File: config.mk
export PLATFORM = sky130hd
export DESIGN_NAME = ttm_top
export DESIGN_NICKNAME = d
export VERILOG_FILES = /design/src/design/ttm_pkg.sv /design/src/design/ttm_channel.sv /design/src/design/ttm_top.sv
export SDC_FILE = /design/constraint.sdc
export NUM_CORES = 1
export LEC_CHECK = 0
export ABC_CLOCK_PERIOD_IN_PS = 5800
export BUFFER_PORTS_ARGS = -buffer_cell sky130_fd_sc_hd__buf_2
export CORE_ASPECT_RATIO = 1.25
export CORE_MARGIN = 2
export CORE_UTILIZATION = 25
export CTS_CLUSTER_SIZE = 30
export DETAILED_ROUTE_END_ITERATION = 16
export GPL_TIMING_DRIVEN = 0
export PLACE_DENSITY = 0.36
export SETUP_SLACK_MARGIN = 0.2
export SYNTH_ARGS = -nofsm -noshare
export SYNTH_HDL_FRONTEND = slang
export SYNTH_HIERARCHICAL = 1
export SYNTH_SLANG_ARGS = --single-unit
File: constraint.sdc
create_clock -name clk -period 5.8 [get_ports clk]
set_input_delay 0.87 -clock clk [delete_from_list [all_inputs] [get_ports clk]]
set_output_delay 0.87 -clock clk [all_outputs]
set_load 0.01 [all_outputs]
File: src/design/ttm_pkg.sv
// constants, types and helpers for the telegram timeout monitor
// assumes a 10 MHz system clock and a 32-bit AXI4-Lite register port
package ttm_pkg;

    ////////////////////////////////////////////////////////////////////////
    // register byte offsets
    localparam int ADDR_W = 8;
    localparam logic [7:0] OFS_P1_SEL = 8'h00;
    localparam logic [7:0] OFS_P1_TMO = 8'h04;
    localparam logic [7:0] OFS_P2_SEL = 8'h08;
    localparam logic [7:0] OFS_P2_TMO = 8'h0c;
    localparam logic [7:0] OFS_P2_LINE = 8'h10;
    localparam logic [7:0] OFS_P3_SEL = 8'h14;
    localparam logic [7:0] OFS_P3_TMO = 8'h18;
    localparam logic [7:0] OFS_P3_LINE = 8'h1c;
    localparam logic [7:0] OFS_PL_MODE = 8'h20;
    localparam logic [7:0] OFS_PL_TMO = 8'h24;
    localparam logic [7:0] OFS_OP_STATE = 8'h28;
    localparam logic [7:0] OFS_STATUS = 8'h2c;
    localparam logic [7:0] OFS_MASK = 8'h30;
    localparam logic [7:0] OFS_RECORD = 8'h34;
    localparam logic [7:0] OFS_ARMED = 8'h38;

    ////////////////////////////////////////////////////////////////////////
    // setting codes and fault numbers
    localparam logic [7:0] PROTO_MS = 8'h02;
    localparam logic [7:0] PROTO_PEER_A = 8'h04;
    localparam logic [7:0] PROTO_PEER_B = 8'h05;
    localparam logic [7:0] LINE_A = 8'h20;
    localparam logic [7:0] LINE_B = 8'h21;
    localparam logic [7:0] PLMODE_A = 8'h01;
    localparam logic [7:0] PLMODE_B = 8'h02;
    localparam logic [3:0] OPSTATE_PEER_MAX = 4'h6;
    localparam logic [7:0] FAULT_P1 = 8'h0b;
    localparam logic [7:0] FAULT_P2 = 8'h0c;
    localparam logic [7:0] FAULT_P3 = 8'h0d;
    localparam logic [7:0] FAULT_PL = 8'h0e;

    // channel indices, also the status/mask/armed bit positions
    localparam int NCH = 4;
    localparam int CH_P1 = 0;
    localparam int CH_P2 = 1;
    localparam int CH_P3 = 2;
    localparam int CH_PL = 3;

    ////////////////////////////////////////////////////////////////////////
    // reset values and timing
    localparam logic [7:0] SEL_RESET = 8'h00;
    localparam logic [15:0] TMO_RESET = 16'h0064;
    localparam logic [3:0] OPSTATE_RESET = 4'h0;
    localparam int CLK_PERIOD_NS = 100;
    localparam int TICK_TIME_NS = 1000000;
    localparam int TICK_DEFAULT_CYCLES = TICK_TIME_NS / CLK_PERIOD_NS;
    localparam logic [1:0] RESP_OKAY = 2'b00;
    localparam logic [1:0] RESP_SLVERR = 2'b10;

    typedef enum logic {CH_WAIT_FIRST, CH_WATCHING} ttm_chan_state_t;

    // all software settings travel together
    typedef struct packed {
        logic [7:0] port1ProtocolSelect;
        logic [15:0] port1TelegramTimeout;
        logic [7:0] port2ProtocolSelect;
        logic [15:0] port2TelegramTimeout;
        logic [7:0] port2LineSetting;
        logic [7:0] port3ProtocolSelect;
        logic [15:0] port3TelegramTimeout;
        logic [7:0] port3LineSetting;
        logic [7:0] parallelLinkMode;
        logic [15:0] parallelLinkTimeout;
        logic [3:0] opState;
    } ttm_cfg_t;

    function automatic logic isPeer(input logic [7:0] sel);
        return (sel == PROTO_PEER_A) || (sel == PROTO_PEER_B);
    endfunction

    function automatic logic isLine(input logic [7:0] line);
        return (line == LINE_A) || (line == LINE_B);
    endfunction

endpackage

File: src/design/ttm_channel.sv
// one telegram-loss watchdog for a single interface
// assumes a one-cycle telegram pulse and a one-cycle millisecond tick
`timescale 1ns/1ns
`default_nettype none
module ttm_channel
    import ttm_pkg::*;
(
    input wire logic clk,
    input wire logic reset,
    input wire logic ce,
    input wire logic monitorOn,
    input wire logic telegram,
    input wire logic tick,
    input wire logic [15:0] timeout,
    output logic armed,
    output logic lossPulse
);

    ttm_chan_state_t state, next_state;
    logic [15:0] elapsed, next_elapsed;
    logic next_loss;
    logic [16:0] elapsedPlus;

    ////////////////////////////////////////////////////////////////////////
    // next values; a disabled monitor holds state and elapsed still and raises no loss pulse
    always_comb begin
        elapsedPlus = {1'b0, elapsed} + 17'h00001;
        next_state = state;
        next_elapsed = elapsed;
        next_loss = 1'b0;
        if (monitorOn) begin
            if (telegram) begin
                next_state = CH_WATCHING;
                next_elapsed = 16'h0000;
            end else if (state == CH_WATCHING && tick) begin
                if (elapsedPlus >= {1'b0, timeout}) begin
                    // report once, then wait for traffic to re-arm
                    next_loss = 1'b1;
                    next_state = CH_WAIT_FIRST;
                    next_elapsed = 16'h0000;
                end else begin
                    next_elapsed = elapsedPlus[15:0];
                end
            end
        end
    end

    // registers only; a pending loss pulse is held while ce is low,
    // otherwise the top would miss it when ce drops right after it
    always_ff @(posedge clk) begin
        if (reset) begin
            state <= CH_WAIT_FIRST;
            elapsed <= 16'h0000;
            lossPulse <= 1'b0;
        end else if (ce) begin
            state <= next_state;
            elapsed <= next_elapsed;
            lossPulse <= next_loss;
        end
    end

    assign armed = (state == CH_WATCHING);

    ////////////////////////////////////////////////////////////////////////
    // checks
    chk_loss_armed: assert property (
        @(posedge clk) disable iff (reset)
        $rose(lossPulse) |-> $past(state) == CH_WATCHING)
        else $error("loss reported before first telegram");

    chk_loss_time: assert property (
        @(posedge clk) disable iff (reset)
        $rose(lossPulse) |-> ({1'b0, $past(elapsed)} + 17'h00001)
            >= {1'b0, $past(timeout)})
        else $error("loss reported before timeout elapsed");

    chk_telegram_restart: assert property (
        @(posedge clk) disable iff (reset)
        (ce && monitorOn && telegram) |=>
            (elapsed == 16'h0000 && state == CH_WATCHING && !lossPulse))
        else $error("telegram did not restart the timeout");

    chk_frozen_off: assert property (
        @(posedge clk) disable iff (reset)
        (ce && !monitorOn) |=>
            ($stable(elapsed) && $stable(state) && !lossPulse))
        else $error("disabled monitor kept counting");

endmodule
`default_nettype wire

File: src/design/ttm_top.sv
// telegram timeout monitor: four interface watchdogs behind AXI4-Lite
// assumes telegram pulses are synchronous one-cycle strobes on clk
//
// Summary of operation
// - port 1 watched only when protocol select is 2; loss is fault 11
// - port 1 armed: no telegram within its timeout raises fault 11
// - port 2 master-slave mode (select 2) watched always; fault 12
// - port 2 armed: no telegram within its timeout raises fault 12
// - port 2 peer mode: select 4/5, line 32/33, states o6 or lower
// - port 3 master-slave: select 2 and line 32/33; fault 13
// - port 3 peer mode: select 4 or 5, states o6 or lower only
// - port 3 armed: no telegram within its timeout raises fault 13
// - paralleling link watched for mode 1 or 2; loss is fault 14
// - no loss fault before the first telegram; partner keeps sending
//
// Added by the designer: the AXI4-Lite interface to the registers and the placing of the registers.
`timescale 1ns/1ns
`default_nettype none
module ttm_top
    import ttm_pkg::*;
#(
    parameter int TICK_CYCLES = TICK_DEFAULT_CYCLES
)
(
    input wire logic clk,
    input wire logic reset,
    input wire logic ce,
    input wire logic [NCH-1:0] telegramValid,
    input wire logic [ADDR_W-1:0] s_axi_awaddr,
    input wire logic s_axi_awvalid,
    output logic s_axi_awready,
    input wire logic [31:0] s_axi_wdata,
    input wire logic [3:0] s_axi_wstrb,
    input wire logic s_axi_wvalid,
    output logic s_axi_wready,
    output logic [1:0] s_axi_bresp,
    output logic s_axi_bvalid,
    input wire logic s_axi_bready,
    input wire logic [ADDR_W-1:0] s_axi_araddr,
    input wire logic s_axi_arvalid,
    output logic s_axi_arready,
    output logic [31:0] s_axi_rdata,
    output logic [1:0] s_axi_rresp,
    output logic s_axi_rvalid,
    input wire logic s_axi_rready,
    output logic irq
);

    // byte-lane merge used for every writable register
    function automatic logic [31:0] merge(input logic [31:0] old,
            input logic [31:0] data, input logic [3:0] strb);
        logic [31:0] res;
        res = old;
        for (int i = 0; i < 4; i++) begin
            if (strb[i]) begin
                res[i*8 +: 8] = data[i*8 +: 8];
            end
        end
        return res;
    endfunction

    ////////////////////////////////////////////////////////////////////////
    // millisecond tick prescaler
    localparam logic [15:0] TICK_LAST = 16'(TICK_CYCLES - 1);
    logic [15:0] tickCount, next_tickCount;
    logic tick, next_tick;

    always_comb begin
        next_tick = 1'b0;
        next_tickCount = tickCount + 16'h0001;
        if (tickCount >= TICK_LAST) begin
            next_tickCount = 16'h0000;
            next_tick = 1'b1;
        end
    end

    always_ff @(posedge clk) begin
        if (reset) begin
            tickCount <= 16'h0000;
            tick <= 1'b0;
        end else if (ce) begin
            tickCount <= next_tickCount;
            tick <= next_tick;
        end
    end

    ////////////////////////////////////////////////////////////////////////
    // write channel: address and data taken in either order
    logic awTaken, next_awTaken, wTaken, next_wTaken;
    logic [ADDR_W-1:0] awAddr, next_awAddr;
    logic [31:0] wData, next_wData;
    logic [3:0] wStrb, next_wStrb;
    logic next_awready, next_wready, next_bvalid;
    logic [1:0] next_bresp;
    logic wrFire;
    logic wrMapped;

    // a write lands one edge after both halves are held
    assign wrFire = awTaken && wTaken && !s_axi_bvalid;

    always_comb begin
        unique case (awAddr)
            OFS_P1_SEL, OFS_P1_TMO, OFS_P2_SEL, OFS_P2_TMO, OFS_P2_LINE,
            OFS_P3_SEL, OFS_P3_TMO, OFS_P3_LINE, OFS_PL_MODE, OFS_PL_TMO,
            OFS_OP_STATE, OFS_STATUS, OFS_MASK, OFS_RECORD,
            OFS_ARMED: wrMapped = 1'b1;
            default: wrMapped = 1'b0;
        endcase
    end

    always_comb begin
        next_awTaken = awTaken;
        next_awAddr = awAddr;
        next_wTaken = wTaken;
        next_wData = wData;
        next_wStrb = wStrb;
        next_bvalid = s_axi_bvalid;
        next_bresp = s_axi_bresp;
        if (s_axi_awready && s_axi_awvalid) begin
            next_awTaken = 1'b1;
            next_awAddr = s_axi_awaddr;
        end
        if (s_axi_wready && s_axi_wvalid) begin
            next_wTaken = 1'b1;
            next_wData = s_axi_wdata;
            next_wStrb = s_axi_wstrb;
        end
        if (s_axi_bvalid && s_axi_bready) begin
            next_bvalid = 1'b0;
        end
        if (wrFire) begin
            next_awTaken = 1'b0;
            next_wTaken = 1'b0;
            next_bvalid = 1'b1;
            next_bresp = wrMapped ? RESP_OKAY : RESP_SLVERR;
        end
        // one write at a time: stay closed until the response is taken
        next_awready = !next_awTaken && !next_bvalid;
        next_wready = !next_wTaken && !next_bvalid;
    end

    always_ff @(posedge clk) begin
        if (reset) begin
            awTaken <= 1'b0;
            awAddr <= '0;
            wTaken <= 1'b0;
            wData <= 32'h00000000;
            wStrb <= 4'h0;
            s_axi_awready <= 1'b0;
            s_axi_wready <= 1'b0;
            s_axi_bvalid <= 1'b0;
            s_axi_bresp <= RESP_OKAY;
        end else if (ce) begin
            awTaken <= next_awTaken;
            awAddr <= next_awAddr;
            wTaken <= next_wTaken;
            wData <= next_wData;
            wStrb <= next_wStrb;
            s_axi_awready <= next_awready;
            s_axi_wready <= next_wready;
            s_axi_bvalid <= next_bvalid;
            s_axi_bresp <= next_bresp;
        end
    end

    ////////////////////////////////////////////////////////////////////////
    // settings, fault status, mask and fault record
    ttm_cfg_t cfg, next_cfg;
    logic [NCH-1:0] faultStatus, next_faultStatus;
    logic [NCH-1:0] faultMask, next_faultMask;
    logic [7:0] faultValueRecord, next_faultValueRecord;
    logic [NCH-1:0] chLoss, chArmed, monEn;
    logic [31:0] mergedWord;
    logic [NCH-1:0] clearBits;
    logic next_irq;

    assign mergedWord = merge(32'h00000000, wData, wStrb);

    always_comb begin
        next_cfg = cfg;
        next_faultMask = faultMask;
        clearBits = '0;
        if (wrFire) begin
            unique case (awAddr)
                OFS_P1_SEL: next_cfg.port1ProtocolSelect =
                    8'(merge({24'h0, cfg.port1ProtocolSelect}, wData, wStrb));
                OFS_P1_TMO: next_cfg.port1TelegramTimeout =
                    16'(merge({16'h0, cfg.port1TelegramTimeout}, wData, wStrb));
                OFS_P2_SEL: next_cfg.port2ProtocolSelect =
                    8'(merge({24'h0, cfg.port2ProtocolSelect}, wData, wStrb));
                OFS_P2_TMO: next_cfg.port2TelegramTimeout =
                    16'(merge({16'h0, cfg.port2TelegramTimeout}, wData, wStrb));
                OFS_P2_LINE: next_cfg.port2LineSetting =
                    8'(merge({24'h0, cfg.port2LineSetting}, wData, wStrb));
                OFS_P3_SEL: next_cfg.port3ProtocolSelect =
                    8'(merge({24'h0, cfg.port3ProtocolSelect}, wData, wStrb));
                OFS_P3_TMO: next_cfg.port3TelegramTimeout =
                    16'(merge({16'h0, cfg.port3TelegramTimeout}, wData, wStrb));
                OFS_P3_LINE: next_cfg.port3LineSetting =
                    8'(merge({24'h0, cfg.port3LineSetting}, wData, wStrb));
                OFS_PL_MODE: next_cfg.parallelLinkMode =
                    8'(merge({24'h0, cfg.parallelLinkMode}, wData, wStrb));
                OFS_PL_TMO: next_cfg.parallelLinkTimeout =
                    16'(merge({16'h0, cfg.parallelLinkTimeout}, wData, wStrb));
                OFS_OP_STATE: next_cfg.opState =
                    4'(merge({28'h0, cfg.opState}, wData, wStrb));
                OFS_MASK: next_faultMask =
                    NCH'(merge({28'h0, faultMask}, wData, wStrb));
                OFS_STATUS: clearBits = mergedWord[NCH-1:0];
                default: ;
            endcase
        end
        // a loss in the clearing cycle survives the clear
        next_faultStatus = (faultStatus & ~clearBits) | chLoss;
        // lowest fault number wins when two land together
        next_faultValueRecord = faultValueRecord;
        if (chLoss[CH_PL]) next_faultValueRecord = FAULT_PL;
        if (chLoss[CH_P3]) next_faultValueRecord = FAULT_P3;
        if (chLoss[CH_P2]) next_faultValueRecord = FAULT_P2;
        if (chLoss[CH_P1]) next_faultValueRecord = FAULT_P1;
        next_irq = |(next_faultStatus & next_faultMask);
    end

    always_ff @(posedge clk) begin
        if (reset) begin
            cfg <= '{SEL_RESET, TMO_RESET, SEL_RESET, TMO_RESET, SEL_RESET,
                     SEL_RESET, TMO_RESET, SEL_RESET, SEL_RESET, TMO_RESET,
                     OPSTATE_RESET};
            faultStatus <= '0;
            faultMask <= '0;
            faultValueRecord <= 8'h00;
            irq <= 1'b0;
        end else if (ce) begin
            cfg <= next_cfg;
            faultStatus <= next_faultStatus;
            faultMask <= next_faultMask;
            faultValueRecord <= next_faultValueRecord;
            irq <= next_irq;
        end
    end

    ////////////////////////////////////////////////////////////////////////
    // monitor enables from protocol, line, mode and state settings
    logic stateLowEnough;
    assign stateLowEnough = (cfg.opState <= OPSTATE_PEER_MAX);

    always_comb begin
        monEn[CH_P1] = (cfg.port1ProtocolSelect == PROTO_MS);
        monEn[CH_P2] = (cfg.port2ProtocolSelect == PROTO_MS)
            || (isPeer(cfg.port2ProtocolSelect)
                && isLine(cfg.port2LineSetting) && stateLowEnough);
        monEn[CH_P3] = ((cfg.port3ProtocolSelect == PROTO_MS)
                && isLine(cfg.port3LineSetting))
            || (isPeer(cfg.port3ProtocolSelect)
                && stateLowEnough);
        monEn[CH_PL] = (cfg.parallelLinkMode == PLMODE_A)
            || (cfg.parallelLinkMode == PLMODE_B);
    end

    // one watchdog per interface, each with its own timeout
    logic [15:0] chTimeout [NCH];
    assign chTimeout[CH_P1] = cfg.port1TelegramTimeout;
    assign chTimeout[CH_P2] = cfg.port2TelegramTimeout;
    assign chTimeout[CH_P3] = cfg.port3TelegramTimeout;
    assign chTimeout[CH_PL] = cfg.parallelLinkTimeout;

    for (genvar g = 0; g < NCH; g++) begin : gen_ch
        ttm_channel u_ch (
            .clk(clk),
            .reset(reset),
            .ce(ce),
            .monitorOn(monEn[g]),
            .telegram(telegramValid[g]),
            .tick(tick),
            .timeout(chTimeout[g]),
            .armed(chArmed[g]),
            .lossPulse(chLoss[g])
        );
    end

    ////////////////////////////////////////////////////////////////////////
    // read channel: data one edge after the address is taken
    logic next_arready, next_rvalid;
    logic [31:0] next_rdata, rdMux;
    logic [1:0] next_rresp, rdResp;

    always_comb begin
        rdResp = RESP_OKAY;
        unique case (s_axi_araddr)
            OFS_P1_SEL: rdMux = {24'h0, cfg.port1ProtocolSelect};
            OFS_P1_TMO: rdMux = {16'h0, cfg.port1TelegramTimeout};
            OFS_P2_SEL: rdMux = {24'h0, cfg.port2ProtocolSelect};
            OFS_P2_TMO: rdMux = {16'h0, cfg.port2TelegramTimeout};
            OFS_P2_LINE: rdMux = {24'h0, cfg.port2LineSetting};
            OFS_P3_SEL: rdMux = {24'h0, cfg.port3ProtocolSelect};
            OFS_P3_TMO: rdMux = {16'h0, cfg.port3TelegramTimeout};
            OFS_P3_LINE: rdMux = {24'h0, cfg.port3LineSetting};
            OFS_PL_MODE: rdMux = {24'h0, cfg.parallelLinkMode};
            OFS_PL_TMO: rdMux = {16'h0, cfg.parallelLinkTimeout};
            OFS_OP_STATE: rdMux = {28'h0, cfg.opState};
            OFS_STATUS: rdMux = {28'h0, faultStatus};
            OFS_MASK: rdMux = {28'h0, faultMask};
            OFS_RECORD: rdMux = {24'h0, faultValueRecord};
            OFS_ARMED: rdMux = {28'h0, chArmed};
            default: begin
                rdMux = 32'h00000000;
                rdResp = RESP_SLVERR;
            end
        endcase
    end

    always_comb begin
        next_rvalid = s_axi_rvalid;
        next_rdata = s_axi_rdata;
        next_rresp = s_axi_rresp;
        if (s_axi_rvalid && s_axi_rready) begin
            next_rvalid = 1'b0;
        end
        if (s_axi_arready && s_axi_arvalid) begin
            next_rvalid = 1'b1;
            next_rdata = rdMux;
            next_rresp = rdResp;
        end
        next_arready = !next_rvalid;
    end

    always_ff @(posedge clk) begin
        if (reset) begin
            s_axi_arready <= 1'b0;
            s_axi_rvalid <= 1'b0;
            s_axi_rdata <= 32'h00000000;
            s_axi_rresp <= RESP_OKAY;
        end else if (ce) begin
            s_axi_arready <= next_arready;
            s_axi_rvalid <= next_rvalid;
            s_axi_rdata <= next_rdata;
            s_axi_rresp <= next_rresp;
        end
    end

    ////////////////////////////////////////////////////////////////////////
    // checks
    chk_p1_fault_cause: assert property (
        @(posedge clk) disable iff (reset)
        (ce && chLoss[CH_P1]) |-> $past(monEn[CH_P1])
            ##1 (faultStatus[CH_P1] && faultValueRecord == FAULT_P1))
        else $error("port 1 fault without master-slave setting");

    chk_p2_peer_state: assert property (
        @(posedge clk) disable iff (reset)
        (cfg.port2ProtocolSelect != PROTO_MS
            && cfg.opState > OPSTATE_PEER_MAX) |-> !monEn[CH_P2])
        else $error("port 2 watched above state o6");

    chk_p3_ms_line: assert property (
        @(posedge clk) disable iff (reset)
        (cfg.port3ProtocolSelect == PROTO_MS
            && !isLine(cfg.port3LineSetting)) |-> !monEn[CH_P3])
        else $error("port 3 watched with wrong line setting");

    chk_p3_peer_on: assert property (
        @(posedge clk) disable iff (reset)
        (isPeer(cfg.port3ProtocolSelect) && cfg.opState <= 4'h6)
            |-> monEn[CH_P3])
        else $error("port 3 peer monitor not enabled");

    chk_pl_fault_set: assert property (
        @(posedge clk) disable iff (reset)
        (ce && chLoss[CH_PL]) |=> faultStatus[CH_PL])
        else $error("paralleling loss not latched");

    chk_set_beats_clear: assert property (
        @(posedge clk) disable iff (reset)
        (ce && chLoss[CH_P2] && wrFire && awAddr == OFS_STATUS)
            |=> faultStatus[CH_P2])
        else $error("clear swallowed a simultaneous loss");

    chk_irq_level: assert property (
        @(posedge clk) disable iff (reset)
        irq == |(faultStatus & faultMask))
        else $error("interrupt does not follow status and mask");

    chk_read_answer: assert property (
        @(posedge clk) disable iff (reset)
        (ce && s_axi_arvalid && s_axi_arready) |=> s_axi_rvalid)
        else $error("read not answered on next edge");

endmodule
`default_nettype wire

==> results of run 1 <==
-- per-layer routing --
| layer | vias to the layer above | GRT usage [%] | share of wire (%) |
|---|---|---|---|
| li1 | 6534 | - | - |
| met1 | 6521 | 24.0 | 45 |
| met2 | 331 | 31.3 | 47 |
| met3 | 83 | 3.04 | 4.6 |
| met4 | 0 | 6.89 | 3.6 |
| met5 | - | 0 | 0 |
-- worst max-delay path, stage by stage (launching register included) --
cell and delay (ns):
dfxtp_1 0.42, ha_1 0.28, nand3_2 0.20, nor3_1 0.24, xor2_1 0.22, ha_1 0.27
a21oi_1 0.15, o21ai_0 0.10, a41o_1 0.23, o21ai_0 0.27, clkbuf_1 0.44, nand3_1 0.24
a22o_1 0.28
-- state kept, by name, summed over array words and instances, names as in the netlist, 8 cells and up, named ones only --
register             flops
tickCount               16
gen_ch.u_ch/elapsed     64
awAddr                   8
cfg                    116
wData                   16
s_axi_rdata             16
-- layout by cell type, fill, tap and decap left out, types with 8 or more instances in the layout --
cell,count
a211o_1,9
a211oi_1,13
a21o_1,8
a21oi_1,144
a221o_1,21
a22o_1,33
a22oi_1,24
a31oi_1,21
a32o_1,9
and3_1,19
and3_4,8
and4_1,18
buf_2,98
buf_4,20
clkbuf_1,65
clkbuf_16,36
conb_1,18
dfxtp_1,270
ha_1,69
inv_1,80
mux2_2,15
mux2i_1,65
nand2_1,198
nand3_1,127
nand4_1,28
nor2_1,139
nor3_1,52
o21ai_0,33
o2bb2ai_1,8
or3_1,8
xnor2_1,43
xor2_1,23
-- area by class of cell --
type,count,area share (%)
antenna,1,0.0145
buffer,123,3.61
clock buffer,50,5.95
clock inverter,13,0.785
inverter,81,1.77
multi-input combinational,1287,49.0
sequential,270,31.4
tap,757,5.50
timing repair buffer,67,1.95
-- power breakdown --
part	total, µW	internal (µW)	leakage [µW]	switching [µW]
combinational	197	54.0	0.00412	142
sequential	1880	1860	0.00218	13.0
clock	2230	1320	0.000570	912
total	4310	3240	0.00687	1070
-- cell families (layout without fill, tap and decap cells) --
kind of cell             Yosys count  count (layout)  share of synthesized area [%]
adder cells (fa/ha/maj)           69              69                           5.87
XOR/XNOR                          66              66                           3.93
AO/OA/AOI/OAI                    366             366                           16.7
AND/OR/NAND/NOR                  682             682                           24.0
other                              1              19                         0.0255
multiplexers                      86              86                           6.49
flip-flops                       270             270                           36.8
buffers and inverters            204             334                           6.30
-- per-stage QoR --
step | hold slack [ns] | instances | power [µW] | instance area, µm² | util [%]
after floorplan | 0.401 | 1761 | 2020 | 14800 | -
after global placement | 0.427 | 2585 | 2110 | 16100 | 27.6
after detailed placement | 0.426 | 2585 | 2110 | 16100 | 27.6
after CTS | 0.445 | 2648 | 4370 | 17200 | 29.6
after global routing | 0.459 | 2648 | 4450 | 17200 | 29.6
final | 0.441 | 2649 | 4310 | 17200 | 29.6
-- worst paths after layout --
kind                                   from                  endpoint  slack, ns  cells after the start
setup / recovery  gen_ch[0].u_ch/elapsed[0]  gen_ch[0].u_ch/lossPulse       2.34                     12
hold / removal                         flop            s_axi_bresp[1]       0.44                      1
setup reg to reg  gen_ch[0].u_ch/elapsed[0]  gen_ch[0].u_ch/lossPulse       2.34                     12
hold reg to reg                        flop            s_axi_bresp[1]       0.44                      1
==> results.yml, run 1 <==
run_status:
  status: "finished clean"
timing:
  slew_headroom_pct: 25.9
  fin_crit_ns: 3.46
  fmax_mhz: 289
  slew_violations: 0
  worst_slew_pin_slew_ns: 1.11
  setup_tns_ns: 0
  hold_violations: 0
  grt_setup_unrepaired: "false"
  fin_skew_ns: 0.0210
  report.final.setup_viol: 0
  fin_ws_ns: 2.34
  post-route-period-util_pct: 59.7
die:
  ios: 106
  core_um2: 58200
  fp.dieH_um: 275
  die_w_um: 221
  start_util_pct: 25.3
  rows: 99
  fp.dieArea_um2: 60800
synthesis:
  synthTopCellsByArea: "dfxtp_1, ha_1, nand2_1"
  syn_inst: 1744
  netlist.area_leader.share_pct: 36.8
  synth_seq_cells: 270
  syn_area_per_cell_um2: 8.43
  yosys_warnings: 6
  netlist_area_um2: 14700
  synth-main-ff-cell: "dfxtp_1"
  ys_top_cells_by_count: "dfxtp_1, nand2_1, a21oi_1"
  synth_edf_count: 0
  ys_types: 72
  ys_async_sr_fraction_pct: 0
  yosys.area.top_type: "dfxtp_1"
  synthMostInstantiatedCell: "dfxtp_1"
  ys_seq_area_share_pct: 36.8
final_layout:
  drive_gt1_share_pct: 13.2
  area_delta_synth_final_pct: 17.1
  final-seq-area_um2: 5410
  multi_input_area_um2: 8440
  n_fill_cell: 6329
  fin_nets: 1998
power:
  p_leak_uw: 0.00687
  vdd_drop_max_uv: 162
  pwr_density_cell_nw_per_um2: 250
clock_tree:
  holdBufCountCts: 0
  htree_num_levels: 2
  clk_pin_slew_worst_paths_ns: 0.06
  cts-root-buf: "clkbuf_16"
  cts_resized: 0
  clock_latency_ns: 0.56
  cts_tree: "done"
  clock_path_buffers: 3
  numCtsBuffers: 35
  cts_setup_buffers: 0
  cts_sinks: 270
worst_hold_path:
  min_path_type: "reg -> reg"
grt:
  grt_pass1_vias: 13000
  grt_util_all_layers_pct: 18.6
  grt_max_degree: 18
  overflow: 0
  grt_pass1_wl_mm: 85.4
  antenna_found_initial: 1
worst_setup_path:
  arrival_ns: 3.91
  end_kind: "flop"
  path_class: "reg -> reg"
  cp_data_required_time_ns: 6.25
  cp-start-kind: "flop"
  cp_max_fo: 10
routing:
  wl_per_cell_um: 21.6
  post_drt_via_cell_ratio: 5.08
  drt_iter0_drc: 1005
  ant_nets: 0
  vias: 13500
  route.detailed.drc: 0
  totalWireLength_mm: 57.2
  drt_pass1_iterations: 5
place:
  io_buffer_count: 67
  pre_cts_ws_ns: 2.17
  gp_congestion: 0.914
  place_hpwl_mm: 44.5
job:
  cap_violations: 0
Power figures use the tool's default switching activity.
==> inputs of run 2 (changes only) <==
--- a/config.mk
+++ b/config.mk
@@ -5,7 +5,7 @@
 export SDC_FILE = /design/constraint.sdc
 export NUM_CORES = 1
 export LEC_CHECK = 0
-export ABC_CLOCK_PERIOD_IN_PS = 5800
+export ABC_CLOCK_PERIOD_IN_PS = 3500
 export BUFFER_PORTS_ARGS = -buffer_cell sky130_fd_sc_hd__buf_2
 export CORE_ASPECT_RATIO = 1.25
 export CORE_MARGIN = 2
==> constraint.sdc (replaced) <==
create_clock -name clk -period 3.5 [get_ports clk]
set_input_delay 0.525 -clock clk [delete_from_list [all_inputs] [get_ports clk]]
set_output_delay 0.525 -clock clk [all_outputs]
set_load 0.01 [all_outputs]
==> run 2 against run 1 <==
Combinational power is 65% higher. Critical path depth is the same. Final area grew 1.0%. Non-clock buffer count up 7. Critical path type unchanged.
==> results.yml, run 2 (synthesis results as in run 1) <==
worst_setup_path:
  cp_data_required_time_ns: 3.94
  setup.worst_path.start: "gen_ch[1].u_ch/elapsed[2]"
  r2r_setup_slack_ns: 0.40
  crit_path_end: "gen_ch[1].u_ch/elapsed[4]"
  critPathMaxStageDelay_ns: 0.43
  cp_max_fo: 10
  arrival_ns: 3.55
  cp_slowest_cell: "dfxtp_1"
  crit_chain: "nand4_1, nor2_1, nand3_1, xnor2_1, ha_1, nand3_1, o211ai_1, nor2_2, and3_4, buf_6, and4_1, a221o_1"
  reg2regPathDepth: 12
  r2r_end: "gen_ch[1].u_ch/elapsed[4]"
  r2r-start: "gen_ch[1].u_ch/elapsed[2]"
  end_kind: "flop"
  cp-start-kind: "flop"
  path_class: "reg -> reg"
  crit_path_frequent_cell: "nand3_1"
clock_tree:
  clock_latency_ns: 0.56
  cts_tree: "done"
  numCtsBuffers: 35
  clock_path_buffers: 3
  clk_pin_slew_worst_paths_ns: 0.06
  cts-root-buf: "clkbuf_16"
  cts_sinks: 270
  holdBufCountCts: 0
  htree_num_levels: 2
timing:
  grt_setup_unrepaired: "false"
  report.final.setup_viol: 0
  fin_skew_ns: 0.0204
  fmax_mhz: 322
  fin_crit_ns: 3.10
  hold_violations: 0
  hold_slack_ns: 0.205
  slew_violations: 0
  worst_slew_pin_slew_ns: 1.13
  post-route-period-util_pct: 88.7
  slew_headroom_pct: 24.2
power:
  p_leak_uw: 0.00692
  switchingPower_uw: 1770
  comb_power_share_pct: 4.6
  p_seq_share_pct: 43.6
  clkPwrFrac_pct: 51.8
  intPower_uw: 5370
  switching_share_pct: 24.8
  vdd_drop_max_uv: 268
  pwr_density_cell_nw_per_um2: 410
job:
  cap_violations: 0
final_layout:
  fin_area_um2: 17400
  regMostFlops: "cfg"
  final_cell_mix: "dfxtp_1, nand2_1, a21oi_1, nor2_1, nand3_1"
  area_delta_synth_final_pct: 18.3
  final_common_cell: "dfxtp_1"
  num_antenna_cells: 0
  n_fill_cell: 6315
  fin_nets: 2005
  largest_reg_flops: 116
  drive_gt1_share_pct: 14.8
  largestRegisters: "cfg (116), gen_ch.u_ch/elapsed (64)"
routing:
  wl_per_cell_um: 21.6
  vias: 13500
  totalWireLength_mm: 57.5
  ant_nets: 0
  drt_iter0_drc: 955
  post_drt_via_cell_ratio: 5.08
  drt_pass1_iterations: 5
  route.detailed.drc: 0
die:
  core_um2: 58200
  fp.dieArea_um2: 60800
  rows: 99
  die_w_um: 221
  ios: 106
  start_util_pct: 25.3
  fp.dieH_um: 275
grt:
  overflow: 0
  grt_util_all_layers_pct: 18.6
  grt_max_degree: 18
  grt_pass1_wl_mm: 85.5
  antenna_found_initial: 1
  grt_pass1_vias: 13000
run_status:
  status: "finished clean"
place:
  gp_congestion: 0.914
  postPlaceCellArea_um2: 16100
  io_buffer_count: 67
  place_hpwl_mm: 44.5
worst_hold_path:
  min_path_type: "in -> reg"
==> run 2: cell count changes in the layout (fill, tap and decap cells not counted), moves of 3 or more <==
cell / delta
buf_2: -4
nor2_2: +3
ha_2: +4
buf_4: +12
ha_1: -4
nor3_2: +8
nor3_1: -11
clkbuf_1: -4
nor2_1: -3
nor3_4: +3
==> run 2: cell type report <==
class                   instances  area (µm²)  share of cell area [%]
multi-input cells            1287        8530                    49.1
flip-flops and latches        270        5410                    31.1
clock buffers                  50        1020                    5.89
well taps                     757         947                    5.45
plain buffers                 123         654                    3.76
repair buffers                 74         388                    2.23
inverters                      81         304                    1.75
clock inverters                13         135                   0.777
==> run 2: metrics by stage <==
stage / util (%) / setup TNS (ns) / setup slack (ns) / power (µW) / std cells
after detailed placement: 27.6 / 0 / 0.0327 / 3500 / 2585
after global routing: 29.9 / 0 / 0.204 / 7380 / 2655
after CTS: 29.6 / 0 / 0.178 / 7240 / 2648
after floorplan: - / 0 / 0.768 / 3340 / 1761
final: 29.9 / 0 / 0.397 / 7140 / 2655
after global placement: 27.6 / -0.0242 / -0.0242 / 3500 / 2585
==> run 2: worst min path at each step <==
stage | startpoint | endpoint | slack (ns) | cells after the start
floorplan | flop | s_axi_bresp[1] | 0.40 | 1
global placement | flop | s_axi_bresp[1] | 0.43 | 1
detailed placement | flop | s_axi_bresp[1] | 0.43 | 1
CTS | s_axi_wstrb[0] | wStrb[0] | 0.18 | 3
global route | s_axi_wstrb[0] | wStrb[0] | 0.20 | 3
finish | s_axi_wstrb[0] | wStrb[0] | 0.21 | 3
==> run 2: worst max-delay path: cells and delay by family, from the launching register on <==
kind,cells,cell delay [ns]
fa+ha+maj,1,0.33
xor+xnor,1,0.18
compound gates,2,0.51
buf+inv,1,0.13
simple gates,7,1.39
flops,1,0.43
==> run 2: what timing repair did <==
item / 4_1_cts / 5_1_grt
setup endpoints to repair: 44 / 63
gates resized for setup: 10 / 37
buffers inserted: 0 / 7
pin swaps: 0 / 7
==> run 2: power groups by stage <==
stage / clock network [µW] / logic [µW] / registers, µW
after CTS: 3810 / 325 / 3110
final: 3700 / 326 / 3110
after global placement: 0 / 325 / 3180
after floorplan: 0 / 170 / 3170
after detailed placement: 0 / 325 / 3180
after global routing: 3920 / 349 / 3110
==> run 2: routing by layer <==
layer / GRT usage [%] / share of wire, %
met1: 24.0 / 46
met2: 31.3 / 47
met3: 3.04 / 4.1
met4: 6.89 / 3.6
met5: 0 / 0
